**config.mk**
```make
export PLATFORM = sky130hd
export DESIGN_NAME = rsrc_ctrl
export DESIGN_NICKNAME = d
export VERILOG_FILES = /design/src/core/rsrc_pkg.sv /design/src/core/rsrc_rom.sv /design/src/core/rsrc_timer.sv /design/src/core/rsrc_ctrl.sv
export SDC_FILE = /design/constraint.sdc
export NUM_CORES = 1
export LEC_CHECK = 0
export BUFFER_PORTS_ARGS = -buffer_cell sky130_fd_sc_hd__buf_2
export CORE_MARGIN = 3
export CORE_UTILIZATION = 35
export DETAILED_ROUTE_END_ITERATION = 10
export GPL_TIMING_DRIVEN = 0
export PLACE_DENSITY = 0.6
export SKIP_LAST_GASP = 1
export SLEW_MARGIN = 20
export SYNTH_ARGS = -nofsm -noshare
export SYNTH_HDL_FRONTEND = slang
export SYNTH_SLANG_ARGS = --single-unit
```
**constraint.sdc**
```tcl
create_clock -name clk_sys -period 6.04 [get_ports clk_sys]
set_clock_uncertainty 0.05 [all_clocks]
set_input_delay 1.208 -clock clk_sys [delete_from_list [all_inputs] [get_ports clk_sys]]
set_output_delay 1.208 -clock clk_sys [all_outputs]
set_load 0.05 [all_outputs]
```
**src/core/rsrc_pkg.sv**
```systemverilog
// shared constants and carriers for receiver start-up and restart control
package rsrc_pkg;

  // timing
  localparam int CLK_PERIOD_NS = 4;
  localparam int TICK_US = 1;
  localparam int TICK_CYCLES = (TICK_US * 1000) / CLK_PERIOD_NS;
  localparam logic [11:0] RELOCK_EXTRA_US = 12'h03C;
  localparam int STRENGTH_DELAY_SHIFT = 3;
  localparam int BW_ENTRIES = 21;
  localparam logic [4:0] BW_LAST = 5'h14;

  // receiver start-up delay per bandwidth index, in microseconds
  localparam logic [11:0] STARTUP_DELAY_US [BW_ENTRIES] = '{
    12'h91A, 12'h794, 12'h618, 12'h49C, 12'h3D8, 12'h317, 12'h259,
    12'h1F8, 12'h197, 12'h139, 12'h108, 12'h0D7, 12'h0A9, 12'h090,
    12'h077, 12'h061, 12'h054, 12'h047, 12'h055, 12'h04A, 12'h03F};

  // register offsets
  localparam logic [7:0] OFS_MODE = 8'h00;
  localparam logic [7:0] OFS_RXCFG = 8'h01;
  localparam logic [7:0] OFS_LNA = 8'h02;
  localparam logic [7:0] OFS_RECEIVE_BANDWIDTH = 8'h03;
  localparam logic [7:0] OFS_AFCBW = 8'h04;
  localparam logic [7:0] OFS_SYNC = 8'h05;
  localparam logic [7:0] OFS_IPKT = 8'h06;
  localparam logic [7:0] OFS_COLL = 8'h07;
  localparam logic [7:0] OFS_SEQ = 8'h08;
  localparam logic [7:0] OFS_STAT = 8'h09;
  localparam logic [7:0] OFS_SMOOTH = 8'h0A;

  // field positions
  localparam int FAMILY_BIT = 7;
  localparam int COLL_EN_BIT = 7;
  localparam int NORELOCK_BIT = 6;
  localparam int RELOCK_BIT = 5;
  localparam int AFC_BIT = 4;
  localparam int AGC_BIT = 3;
  localparam int GAIN_LSB = 5;
  localparam int AUTO_LSB = 6;
  localparam int LAUNCH_BIT = 7;
  localparam int STOP_BIT = 6;

  // codes
  localparam logic [2:0] MODE_SLEEP = 3'h0;
  localparam logic [2:0] MODE_STANDBY = 3'h1;
  localparam logic [2:0] MODE_FSTX = 3'h2;
  localparam logic [2:0] MODE_RX = 3'h5;
  localparam logic [2:0] TRIG_NONE = 3'h0;
  localparam logic [2:0] TRIG_STRENGTH = 3'h1;
  localparam logic [2:0] TRIG_PREAMBLE = 3'h6;
  localparam logic [2:0] TRIG_BOTH = 3'h7;
  localparam logic [1:0] AUTO_OFF = 2'h0;
  localparam logic [1:0] AUTO_SAME = 2'h1;
  localparam logic [1:0] AUTO_NEWFREQ = 2'h2;

  typedef struct packed {
    logic spread_family;
    logic [2:0] op_mode;
    logic collision_restart_enable;
    logic restart_no_relock_trigger;
    logic restart_relock_trigger;
    logic auto_freq_correction_enable;
    logic auto_gain_control_enable;
    logic [2:0] correction_trigger_select;
    logic [2:0] amplifier_gain_select;
    logic [4:0] receive_bandwidth;
    logic [4:0] correction_bandwidth;
    logic [1:0] auto_restart_select;
    logic [7:0] inter_packet_wait;
    logic [7:0] collision_strength_threshold;
    logic [1:0] strength_smoothing_option;
  } rsrc_cfg_s;

  localparam rsrc_cfg_s CFG_RST = '{
    spread_family: 1'b0, op_mode: MODE_STANDBY, collision_restart_enable: 1'b0,
    restart_no_relock_trigger: 1'b0, restart_relock_trigger: 1'b0,
    auto_freq_correction_enable: 1'b0, auto_gain_control_enable: 1'b1,
    correction_trigger_select: TRIG_PREAMBLE, amplifier_gain_select: 3'h1,
    receive_bandwidth: 5'h0A, correction_bandwidth: 5'h0C,
    auto_restart_select: AUTO_SAME, inter_packet_wait: 8'h00,
    collision_strength_threshold: 8'h0A, strength_smoothing_option: 2'h2};

  typedef struct packed {
    logic strength_irq;
    logic preamble_found_event;
    logic payload_complete_event;
    logic fifo_empty;
    logic strength_update;
    logic [7:0] strength_value;
    logic [2:0] agc_gain;
  } rsrc_evt_s;

  typedef enum logic [2:0] {
    RX_OFF = 3'h0,
    RX_FETCH = 3'h1,
    RX_LOCK = 3'h2,
    RX_STARTUP = 3'h3,
    RX_SAMPLE = 3'h4,
    RX_READY = 3'h5,
    RX_WAIT_FIFO = 3'h6,
    RX_INTERPKT = 3'h7
  } rsrc_state_e;

endpackage

```
**src/core/rsrc_rom.sv**
```systemverilog
// start-up delay lookup memory with registered read data
`timescale 1ns/10ps
`default_nettype none
module rsrc_rom (
  // clock
  input wire logic clk_sys,
  // lookup
  input wire logic [4:0] addr,
  output logic [11:0] q
);
  logic [11:0] next_q;

  // out-of-range index clamps to the widest bandwidth
  always_comb begin
    if (addr > rsrc_pkg::BW_LAST) begin
      next_q = rsrc_pkg::STARTUP_DELAY_US[rsrc_pkg::BW_LAST];
    end else begin
      next_q = rsrc_pkg::STARTUP_DELAY_US[addr];
    end
  end

  always_ff @(posedge clk_sys) begin
    q <= next_q;
  end
endmodule
`default_nettype wire

```
**src/core/rsrc_timer.sv**
```systemverilog
// microsecond down-counter with its own tick divider
`timescale 1ns/10ps
`default_nettype none
module rsrc_timer (
  // clock and reset
  input wire logic clk_sys,
  input wire logic nrst,
  // control
  input wire logic load,
  input wire logic [11:0] load_val,
  output logic expired
);
  localparam logic [7:0] DIV_LAST = 8'(rsrc_pkg::TICK_CYCLES - 1);
  logic [7:0] div;
  logic [7:0] next_div;
  logic [11:0] cnt;
  logic [11:0] next_cnt;

  // divider restarts on load so a delay is whole microseconds, no jitter
  always_comb begin
    next_div = div;
    next_cnt = cnt;
    if (load) begin
      next_div = 8'h00;
      next_cnt = load_val;
    end else if (cnt != 12'h000) begin
      next_div = (div == DIV_LAST) ? 8'h00 : div + 8'h01;
      if (div == DIV_LAST) begin
        next_cnt = cnt - 12'h001;
      end
    end
  end

  always_ff @(posedge clk_sys or negedge nrst) begin
    if (!nrst) begin
      div <= 8'h00;
      cnt <= 12'h000;
    end else begin
      div <= next_div;
      cnt <= next_cnt;
    end
  end

  assign expired = (cnt == 12'h000);
endmodule
`default_nettype wire

```
**src/core/rsrc_ctrl.sv**
```systemverilog
// receiver start-up, restart and sequencer launch control
// Function
// - start-up delay uses receive bandwidth, or correction bandwidth when correction is on
// - start-up delay per bandwidth from the table, e.g. 2.33 ms at 2.6 kHz
// - packets are detected and demodulated only after the start-up delay
// - first strength sample comes one bandwidth and smoothing dependent interval later
// - gain and frequency correction run once per packet after every start or restart
// - trigger code 000 none, 001 strength irq, 110 preamble, 111 either
// - with gain control off, amplifier gain comes from the manual gain bits
// - a restart request is ignored unless the mode is settled
// - auto restart code 00 never restarts the receiver after a packet
// - code 01 waits for an empty fifo, then inter-packet wait, then restarts
// - code 10 adds a synthesizer lock delay before the restart
// - collision enable restarts the receiver on a sudden strength rise
// - the strength rise is compared with a 1 dB per step threshold
// - the sequencer runs only in the FSK/OOK family
// - launch bit in sleep or standby starts the sequencer and keeps that initial mode
// - stop bit forces the sequencer off in any state
// - mode code 101 is receive, synthesizer and receiver both on
`timescale 1ns/10ps
`default_nettype none
module rsrc_ctrl (
  // clock and reset
  input wire logic clk_sys,
  input wire logic nrst,
  // register port
  input wire logic [7:0] reg_addr,
  input wire logic [7:0] reg_wdata,
  input wire logic reg_wr,
  input wire logic reg_rd,
  output logic [7:0] reg_rdata,
  // receive chain
  input wire rsrc_pkg::rsrc_evt_s rx_evt,
  output logic synth_enable,
  output logic receiver_enable,
  output logic receiver_ready,
  output logic strength_sample_valid,
  output logic gain_start,
  output logic freq_start,
  output logic [2:0] lna_gain,
  output logic restart_pulse,
  // sequencer
  output logic sequencer_active
);
  rsrc_pkg::rsrc_cfg_s cfg;
  rsrc_pkg::rsrc_cfg_s next_cfg;
  rsrc_pkg::rsrc_state_e state;
  rsrc_pkg::rsrc_state_e next_state;
  logic seq_init_sleep;
  logic next_seq_init_sleep;
  logic next_sequencer_active;
  logic corr_done;
  logic next_corr_done;
  logic [7:0] baseline;
  logic [7:0] next_baseline;
  logic [7:0] next_reg_rdata;
  logic next_restart;
  logic next_gain_start;
  logic next_freq_start;
  logic tmr_load;
  logic [11:0] tmr_val;
  logic expired;
  logic [11:0] rom_q;
  logic rx_mode;
  logic settled;
  logic user_restart;
  logic trig_hit;
  logic collision;

  function automatic logic is_low_power(input logic [2:0] m);
    is_low_power = (m == rsrc_pkg::MODE_SLEEP) || (m == rsrc_pkg::MODE_STANDBY);
  endfunction

  ////////////////////////////////////////////////////////////////////////////
  rsrc_rom rsrc_rom_inst (
    .clk_sys(clk_sys),
    .addr(cfg.auto_freq_correction_enable ? cfg.correction_bandwidth
                                          : cfg.receive_bandwidth),
    .q(rom_q)
  );

  rsrc_timer rsrc_timer_inst (
    .clk_sys(clk_sys),
    .nrst(nrst),
    .load(tmr_load),
    .load_val(tmr_val),
    .expired(expired)
  );

  ////////////////////////////////////////////////////////////////////////////
  // configuration and sequencer launch
  always_comb begin
    next_cfg = cfg;
    next_sequencer_active = sequencer_active;
    next_seq_init_sleep = seq_init_sleep;
    next_cfg.restart_no_relock_trigger = 1'b0;
    next_cfg.restart_relock_trigger = 1'b0;
    if (reg_wr) begin
      case (reg_addr)
        rsrc_pkg::OFS_MODE: begin
          next_cfg.spread_family = reg_wdata[rsrc_pkg::FAMILY_BIT];
          next_cfg.op_mode = reg_wdata[2:0];
        end
        rsrc_pkg::OFS_RXCFG: begin
          next_cfg.collision_restart_enable = reg_wdata[rsrc_pkg::COLL_EN_BIT];
          next_cfg.restart_no_relock_trigger = reg_wdata[rsrc_pkg::NORELOCK_BIT];
          next_cfg.restart_relock_trigger = reg_wdata[rsrc_pkg::RELOCK_BIT];
          next_cfg.auto_freq_correction_enable = reg_wdata[rsrc_pkg::AFC_BIT];
          next_cfg.auto_gain_control_enable = reg_wdata[rsrc_pkg::AGC_BIT];
          next_cfg.correction_trigger_select = reg_wdata[2:0];
        end
        rsrc_pkg::OFS_LNA: next_cfg.amplifier_gain_select = reg_wdata[rsrc_pkg::GAIN_LSB +: 3];
        rsrc_pkg::OFS_RECEIVE_BANDWIDTH: next_cfg.receive_bandwidth = reg_wdata[4:0];
        rsrc_pkg::OFS_AFCBW: next_cfg.correction_bandwidth = reg_wdata[4:0];
        rsrc_pkg::OFS_SYNC: next_cfg.auto_restart_select = reg_wdata[rsrc_pkg::AUTO_LSB +: 2];
        rsrc_pkg::OFS_IPKT: next_cfg.inter_packet_wait = reg_wdata;
        rsrc_pkg::OFS_COLL: next_cfg.collision_strength_threshold = reg_wdata;
        rsrc_pkg::OFS_SMOOTH: next_cfg.strength_smoothing_option = reg_wdata[1:0];
        rsrc_pkg::OFS_SEQ: begin
          if (reg_wdata[rsrc_pkg::STOP_BIT]) begin
            next_sequencer_active = 1'b0;
          end else if (reg_wdata[rsrc_pkg::LAUNCH_BIT] && is_low_power(cfg.op_mode)
                       && !cfg.spread_family) begin
            next_sequencer_active = 1'b1;
            next_seq_init_sleep = (cfg.op_mode == rsrc_pkg::MODE_SLEEP);
          end
        end
        default: ;
      endcase
    end
    if (cfg.spread_family) begin
      next_sequencer_active = 1'b0;
    end
  end

  always_ff @(posedge clk_sys or negedge nrst) begin
    if (!nrst) begin
      cfg <= rsrc_pkg::CFG_RST;
      sequencer_active <= 1'b0;
      seq_init_sleep <= 1'b0;
    end else begin
      cfg <= next_cfg;
      sequencer_active <= next_sequencer_active;
      seq_init_sleep <= next_seq_init_sleep;
    end
  end

  ////////////////////////////////////////////////////////////////////////////
  // receiver start-up and restart sequencing
  assign rx_mode = (cfg.op_mode == rsrc_pkg::MODE_RX);
  assign settled = (state == rsrc_pkg::RX_OFF) || (state == rsrc_pkg::RX_SAMPLE)
                   || (state == rsrc_pkg::RX_READY) || (state == rsrc_pkg::RX_WAIT_FIFO);
  assign user_restart = (cfg.restart_no_relock_trigger || cfg.restart_relock_trigger)
                        && settled && rx_mode;
  // a sudden rise is measured against the last sample, not a long average
  assign collision = cfg.collision_restart_enable && rx_evt.strength_update
                     && (rx_evt.strength_value > baseline)
                     && ((rx_evt.strength_value - baseline)
                         > cfg.collision_strength_threshold);

  always_comb begin
    case (cfg.correction_trigger_select)
      rsrc_pkg::TRIG_STRENGTH: trig_hit = rx_evt.strength_irq;
      rsrc_pkg::TRIG_PREAMBLE: trig_hit = rx_evt.preamble_found_event;
      rsrc_pkg::TRIG_BOTH: trig_hit = rx_evt.strength_irq || rx_evt.preamble_found_event;
      default: trig_hit = 1'b0;
    endcase
  end

  always_comb begin
    next_state = state;
    next_corr_done = corr_done;
    next_baseline = baseline;
    next_restart = 1'b0;
    next_gain_start = 1'b0;
    next_freq_start = 1'b0;
    tmr_load = 1'b0;
    tmr_val = 12'h000;
    case (state)
      rsrc_pkg::RX_OFF: begin
        if (rx_mode) begin
          next_state = rsrc_pkg::RX_FETCH;
          next_corr_done = 1'b0;
        end
      end
      rsrc_pkg::RX_FETCH: begin
        tmr_load = 1'b1;
        tmr_val = rom_q;
        next_state = rsrc_pkg::RX_STARTUP;
      end
      rsrc_pkg::RX_LOCK: begin
        if (expired) begin
          next_state = rsrc_pkg::RX_FETCH;
        end
      end
      rsrc_pkg::RX_STARTUP: begin
        if (expired) begin
          tmr_load = 1'b1;
          tmr_val = (rom_q >> rsrc_pkg::STRENGTH_DELAY_SHIFT)
                    << cfg.strength_smoothing_option;
          next_state = rsrc_pkg::RX_SAMPLE;
        end
      end
      rsrc_pkg::RX_SAMPLE: begin
        if (expired) begin
          next_state = rsrc_pkg::RX_READY;
          next_baseline = rx_evt.strength_value;
        end
      end
      rsrc_pkg::RX_READY: begin
        if (rx_evt.strength_update) begin
          next_baseline = rx_evt.strength_value;
        end
        if (!corr_done && trig_hit) begin
          next_gain_start = cfg.auto_gain_control_enable;
          next_freq_start = cfg.auto_freq_correction_enable;
          next_corr_done = 1'b1;
        end
        if (rx_evt.payload_complete_event
            && cfg.auto_restart_select != rsrc_pkg::AUTO_OFF) begin
          next_state = rsrc_pkg::RX_WAIT_FIFO;
        end else if (collision) begin
          next_state = rsrc_pkg::RX_FETCH;
          next_restart = 1'b1;
          next_corr_done = 1'b0;
        end
      end
      rsrc_pkg::RX_WAIT_FIFO: begin
        if (rx_evt.fifo_empty) begin
          tmr_load = 1'b1;
          tmr_val = {4'h0, cfg.inter_packet_wait};
          if (cfg.auto_restart_select == rsrc_pkg::AUTO_NEWFREQ) begin
            tmr_val = {4'h0, cfg.inter_packet_wait} + rsrc_pkg::RELOCK_EXTRA_US;
          end
          next_state = rsrc_pkg::RX_INTERPKT;
        end
      end
      rsrc_pkg::RX_INTERPKT: begin
        if (expired) begin
          next_state = rsrc_pkg::RX_FETCH;
          next_restart = 1'b1;
          next_corr_done = 1'b0;
        end
      end
      default: next_state = rsrc_pkg::RX_OFF;
    endcase
    if (user_restart) begin
      next_restart = 1'b1;
      next_corr_done = 1'b0;
      next_gain_start = 1'b0;
      next_freq_start = 1'b0;
      tmr_load = 1'b0;
      next_state = rsrc_pkg::RX_FETCH;
      if (cfg.restart_relock_trigger) begin
        tmr_load = 1'b1;
        tmr_val = rsrc_pkg::RELOCK_EXTRA_US;
        next_state = rsrc_pkg::RX_LOCK;
      end
    end
    if (!rx_mode) begin
      next_state = rsrc_pkg::RX_OFF;
      next_restart = 1'b0;
    end
  end

  always_ff @(posedge clk_sys or negedge nrst) begin
    if (!nrst) begin
      state <= rsrc_pkg::RX_OFF;
      corr_done <= 1'b0;
      baseline <= 8'h00;
      restart_pulse <= 1'b0;
      gain_start <= 1'b0;
      freq_start <= 1'b0;
    end else begin
      state <= next_state;
      corr_done <= next_corr_done;
      baseline <= next_baseline;
      restart_pulse <= next_restart;
      gain_start <= next_gain_start;
      freq_start <= next_freq_start;
    end
  end

  ////////////////////////////////////////////////////////////////////////////
  // registered outputs and read port
  always_comb begin
    next_reg_rdata = 8'h00;
    if (reg_rd) begin
      case (reg_addr)
        rsrc_pkg::OFS_MODE: next_reg_rdata = {cfg.spread_family, 4'h0, cfg.op_mode};
        rsrc_pkg::OFS_RXCFG: next_reg_rdata = {cfg.collision_restart_enable,
          cfg.restart_no_relock_trigger, cfg.restart_relock_trigger,
          cfg.auto_freq_correction_enable, cfg.auto_gain_control_enable,
          cfg.correction_trigger_select};
        rsrc_pkg::OFS_LNA: next_reg_rdata = {cfg.amplifier_gain_select, 5'h00};
        rsrc_pkg::OFS_RECEIVE_BANDWIDTH: next_reg_rdata = {3'h0, cfg.receive_bandwidth};
        rsrc_pkg::OFS_AFCBW: next_reg_rdata = {3'h0, cfg.correction_bandwidth};
        rsrc_pkg::OFS_SYNC: next_reg_rdata = {cfg.auto_restart_select, 6'h00};
        rsrc_pkg::OFS_IPKT: next_reg_rdata = cfg.inter_packet_wait;
        rsrc_pkg::OFS_COLL: next_reg_rdata = cfg.collision_strength_threshold;
        rsrc_pkg::OFS_SMOOTH: next_reg_rdata = {6'h00, cfg.strength_smoothing_option};
        rsrc_pkg::OFS_STAT: next_reg_rdata = {3'h0, seq_init_sleep, sequencer_active,
          strength_sample_valid, receiver_ready, settled};
        default: next_reg_rdata = 8'h00;
      endcase
    end
  end

  always_ff @(posedge clk_sys or negedge nrst) begin
    if (!nrst) begin
      reg_rdata <= 8'h00;
      synth_enable <= 1'b0;
      receiver_enable <= 1'b0;
      receiver_ready <= 1'b0;
      strength_sample_valid <= 1'b0;
      lna_gain <= 3'h0;
    end else begin
      reg_rdata <= next_reg_rdata;
      synth_enable <= (cfg.op_mode >= rsrc_pkg::MODE_FSTX) && (cfg.op_mode <= rsrc_pkg::MODE_RX);
      receiver_enable <= rx_mode;
      receiver_ready <= (next_state >= rsrc_pkg::RX_SAMPLE);
      strength_sample_valid <= (next_state >= rsrc_pkg::RX_READY);
      lna_gain <= cfg.auto_gain_control_enable ? rx_evt.agc_gain
                                               : cfg.amplifier_gain_select;
    end
  end

  int st_cycles;
  logic [11:0] st_len;
  always_ff @(posedge clk_sys or negedge nrst) begin
    if (!nrst) begin
      st_cycles <= 0;
      st_len <= 12'h000;
    end else begin
      st_cycles <= (state == rsrc_pkg::RX_STARTUP) ? st_cycles + 1 : 0;
      if (state == rsrc_pkg::RX_FETCH) st_len <= rom_q;
    end
  end
endmodule
`default_nettype wire

```
-- Yosys cells after proc, flatten, opt, wreduce, memory -nomap -nowiden
Memory sizes are Yosys's and may differ from the RTL's. A register that Yosys moved wholly into a read port is not among the register bits.
Index checks and enable logic that the tools add are counted.
- logic and storage cells: 187
- output and inout port bits: 19
- bits in read-only memories: 384
- memory bits (writable): 0
- memories: 1
- input bits: 36
- register bits after elaboration: 97
- bits in latches: 0
- reduce and logical (&&, ||, !) cells: 46
- multiplexer cells: 67
- $add $sub $neg: 4
- eq/ne operators: 28
- bitwise logic cells: 2
- shift-type cells: 1
- div/mod/pow operators: 0
- $lt $le $gt $ge: 7
- multiply operators: 0
- memory list (memory ; words ; bits a word ; rd ports ; clocked after Yosys merged registers in ; wr ports ; RTL line ; text):
    (name not given) ; 32 ; 12 ; 1 ; 1 ; 0 ; rsrc_rom.sv:18 ; next_q = rsrc_pkg::STARTUP_DELAY_US[addr];
- operators with widths (operator ; count):
    $pmux 8 s10 ; 1
    $mux 12 ; 6
    $mux 8 ; 8
    $mux 40 ; 1
    $pmux 12 s3 ; 1
    $eq 8x3->1 const B ; 4
    $mux 3 ; 10
    $mux 1 ; 25
    $eq 8x4->1 const B ; 3
    $eq 3x3->1 const B ; 7
    $pmux 3 s7 ; 1
    $reduce_and 2->1 ; 10
    $mux 9 ; 2
    $eq 8x2->1 const B ; 2
    $gt 8x8->1 ; 2
    $pmux 8 s2 ; 1
    $mux 5 ; 3
    $logic_not 12->1 ; 1
    $reduce_bool 12->1 ; 1
    $reduce_bool 2->1 ; 6
    $shl 9x2->12 ; 1
    $sub 12x1->12 const B ; 1
    $logic_and 1x1->1 ; 10
    $add 8x6->9 const B ; 1
    other kinds (28) ; 47

-- Depth between registers and ports, before layout
- depth after elaboration: 9
- mapped depth: 15
- gate-level depth less buffers: 15

-- Cells and area by module
From an unflattened synthesis, not the netlist that was laid out.
- cell total of the unflattened synthesis: 693
- area, all modules: 6636.4 µm²
- modules (own cells, without submodules) (module ; area an instance (µm²) ; times used ; cells an instance ; seq. area each (µm²)):
    rsrc_ctrl ; 4673.2 ; 1 ; 487 ; 1918.1
    rsrc_timer ; 1270.0 ; 1 ; 139 ; 500.5
    rsrc_rom ; 693.2 ; 1 ; 67 ; 240.2

-- Worst setup path before layout
No wires, ideal clock.
- kind: input to register
- start: in rx_evt[3] (netlist bit)
- end: reg strength_sample_valid
- setup slack: 2.292 ns
- arrival: 3.558 ns
- library setup time: 0.140 ns
- required time: 5.850 ns
- stages: 15
- path buffers: 0
- cells stage by stage: inv_1 ha_1 fa_1 nand2b_1 a21oi_1 a21o_1 a21oi_1 xnor2_1 ha_1 nand4_1 o2111ai_1 nor2_1 o211ai_1 a222oi_1 a211oi_1
- cells in the longest elaborated chain, start to end: 9
- elaborated cells between the ends (all ways): 11
- ends and longest elaborated chain (element ; RTL line ; text):
    start: declaration ; rsrc_ctrl.sv:33 ; input wire rsrc_pkg::rsrc_evt_s rx_evt,
    $sub 8x8->8 or $gt 8x8->1 (tied branches) ; rsrc_ctrl.sv:158, rsrc_ctrl.sv:157 ;
    $gt 8x8->1 or $logic_and 1x1->1 (tied branches) ; rsrc_ctrl.sv:159, rsrc_ctrl.sv:157 ;
    $logic_and 1x1->1 (*) ; rsrc_ctrl.sv:158 ; && ((rx_evt.strength_value - baseline)
    $mux 3 (*) ; rsrc_ctrl.sv:222 ; end else if (collision) begin
    $mux 3 (*) ; rsrc_ctrl.sv:219 ; if (rx_evt.payload_complete_event
    $pmux 3 s7 (*) ; rsrc_ctrl.sv:179 ; case (state)
    $mux 3 (*) ; rsrc_ctrl.sv:247 ; if (user_restart) begin
    $mux 3 (*) ; rsrc_ctrl.sv:260 ; if (!rx_mode) begin
    $ge 3x3->1 (*) ; rsrc_ctrl.sv:322 ; strength_sample_valid <= (next_state >= rsrc_pkg::RX_READY);
    end signal: assignment ; rsrc_ctrl.sv:322 ;
    end: declaration ; rsrc_ctrl.sv:37 ; output logic strength_sample_valid,
Every way passes the cells marked *; elsewhere a longest branch is shown, timed or not.
A chain may end at the register's enable or synchronous reset.

-- Worst setup path after layout
Same ends and word-level chain as after synthesis.

==> flow_summary.toml <==
[synthesis]
yosysSeqAreaShare_pct = 41.0
yosysWarnings = 0
yosysTopAreaCellShare_pct = 32.1
synthDistinctLibCells = 68
avgSynthCellArea_um2 = 9.87
synthArstFlopShare_pct = 88.9
synth_area_leaders = "dfrtp_1, mux2_2, ha_1, dfstp_2, dfxtp_1"
netlist_area_mm2 = 0.00648
synth-edff-count = 0
yosysMostFrequentCell = "dfrtp_1"
syn_nets = 723
ys_ff_latch = 108
synth_top_cells_by_count = "dfrtp_1, nor2_1, nand2_1"
synth_ff_type = "dfrtp_1"
yosys.area.top_type = "dfrtp_1"
synthCells = 656

[grt]
grt_pass1_vias = 4997
grt.overflow.total = 0
grt_util_met1_pct = 24.1
antenna_found_initial = 0
grt_pass1_wl_um = 27000
grtUsageMet3_pct = 3.43
grt_util_all_layers_pct = 16.7
grt_start_max_net_pins = 79
use_met2_pct = 26.1
busiest_layer = "met2"

[floorplanning]
rows = 49
start_util_pct = 35.8
chipWidth_um = 142
core_area_mm2 = 0.0181
ios = 55
die_area_mm2 = 0.0202
die_y_um = 142

[pwr]
vdd_ir_drop_max_v = 0.000130
p_leak_nw = 3.23
powerDensity_mw_per_mm2 = 226

[worst_setup_path]
critical_path_arrival_ps = 4130
r2r_setup_slack_ps = 2690
path_max_fanout = 3
crit_required_ps = 6220
crit-reg2reg-launch = "baseline[0]"
crit_type = "in -> reg"
cp-end-kind = "flop"
rr_endpoint = "strength_sample_valid"
r2r_cells = 14
start_kind = "input port"

[placed_design]
portBuffers = 52
place.detailed.hpwl_um = 12400
gp_congestion = 0.896

[clock_network]
clockRootBuffer = "clkbuf_16"
clk_latency_ps = 360
htreeDepth = 3
cts_setup_buffers = 0
cts_made_buffers = 9
cts_sinks = 108
postCtsHoldBufs = 0
ctsLongestPathBuffers = 2
clkTransAtPathRegs_ps = 70
ctsResizeCount = 0
cts_tree = "done"

[timing]
post-route-period-util_pct = 65.3
final-setup-viol-count = 0
rsz0062_at_grt = "false"
fin_tns_setup_ps = 0
slew_violations = 0
worst_pin_slew_ps = 732
fin_crit_ps = 3940
fmax_ghz = 0.254
relSlewSlack_pct = 49.8
holdWs_ps = 445
hold_viol_final = 0

[finish]
fillCellCount = 1783
diodes = 0
area_growth_pct = 13.4
nNetsFinal = 787
final_layout_size_suffix_gt1_share_pct = 22.5

[drt]
drt-initial-drc-count = 412
drt_wl_total_um = 16600
ant_nets = 0
dr.pass1.iters = 6
drt-vias-per-instance = 5.46
vias = 5207
drc = 0
wl_per_cell_um = 17.4

[worst_hold_path]
hold_end = "corr_done"
min_from = "corr_done"
holdCritPathClass = "reg -> reg"
whs_path_depth = 1

[flow_run]
cap_violations = 0

[run_status]
outcome = "finished clean"
-- layout by cell type (no fill, tap or decap), types with 10 or more instances in the layout --
master / n
dfrtp_1: 83
nor2_1: 57
buf_2: 55
nand2_1: 44
mux2_2: 43
a21oi_1: 40
inv_1: 35
ha_1: 30
o21ai_0: 28
and3_1: 16
clkbuf_1: 15
mux2i_1: 15
nor3_1: 15
nand3_1: 13
dfstp_2: 13
a22oi_1: 12
dfxtp_1: 12
xnor2_1: 11
mux2_4: 11
nand4_1: 10
mux2_1: 10
-- worst max path at each step --
stage | from | to | depth (start not counted) | slack, ps
6_report | rx_evt[3] | strength_sample_valid | 16 | 2100
3_3_place_gp | rx_evt[3] | strength_sample_valid | 16 | 1870
2_1_floorplan | rx_evt[3] | strength_sample_valid | 15 | 2290
4_1_cts | rx_evt[3] | strength_sample_valid | 16 | 2130
3_5_place_dp | rx_evt[3] | strength_sample_valid | 16 | 1820
5_1_grt | rx_evt[3] | strength_sample_valid | 16 | 1830
-- layer usage --
| layer | routed length (µm) | up-vias |
|---|---|---|
| li1 | - | 2530 |
| met1 | 7960 | 2516 |
| met2 | 7530 | 142 |
| met3 | 903 | 19 |
| met4 | 208 | 0 |
| met5 | 0 | - |
-- report_power, final --
group          switching (mW)  internal [mW]  total [mW]
Sequential             0.0537          0.778       0.832
Combinational           0.150          0.106       0.256
Clock                   0.280          0.295       0.576
-- layout make-up --
type	count	area [µm²]	share of cell area (%)
repair buffers	53	294	4.00
inverters	35	131	1.79
multi-input cells	487	3580	48.7
clock inverters	6	43.8	0.596
well taps	229	287	3.90
clock buffers	10	239	3.25
plain buffers	26	111	1.52
flip-flops and latches	108	2660	36.2
-- flip-flops by register name (all words and copies together) (netlist names), 2 cells and up --
name	cells
rsrc_timer_inst.div	8
state	2
reg_rdata	8
rsrc_rom_inst.q	12
cfg	45
rsrc_timer_inst.cnt	12
baseline	8
lna_gain	3
-- per-stage QoR --
stage,instances,setup WS [ps],power (mW),util (%),instance area (µm²)
finish,954,2100,1.66,40.6,7350
global route,954,1830,1.74,40.6,7350
CTS,954,2130,1.68,40.6,7340
detailed placement,938,1820,1.10,39.0,7060
global placement,937,1870,1.09,38.8,7020
floorplan,656,2290,1.01,-,6480
-- cells by family after synthesis --
| logic type | Yosys count | share of synthesized area [%] |
|---|---|---|
| and+or+nand+nor | 204 | 16.5 |
| AOI/OAI and AO/OA | 153 | 15.8 |
| DFF | 108 | 41.0 |
| muxes | 79 | 14.1 |
| buffers and inverters | 61 | 3.75 |
| adders and majority gates | 32 | 6.26 |
| xor gates and xnor gates | 19 | 2.57 |
-- worst max-delay path: stages --
cell      delay, ps
buf_2            90
inv_1            40
ha_1            210
fa_1            400
nand2b_1        180
a21oi_1         220
a21o_1          150
a21oi_1          80
xnor2_1         180
ha_1            280
a21oi_1         130
nand2_1          70
a21o_1          170
o211ai_1        270
a222oi_1        140
a211oi_1        300
Note: power is estimated with default switching activity, not from simulation.
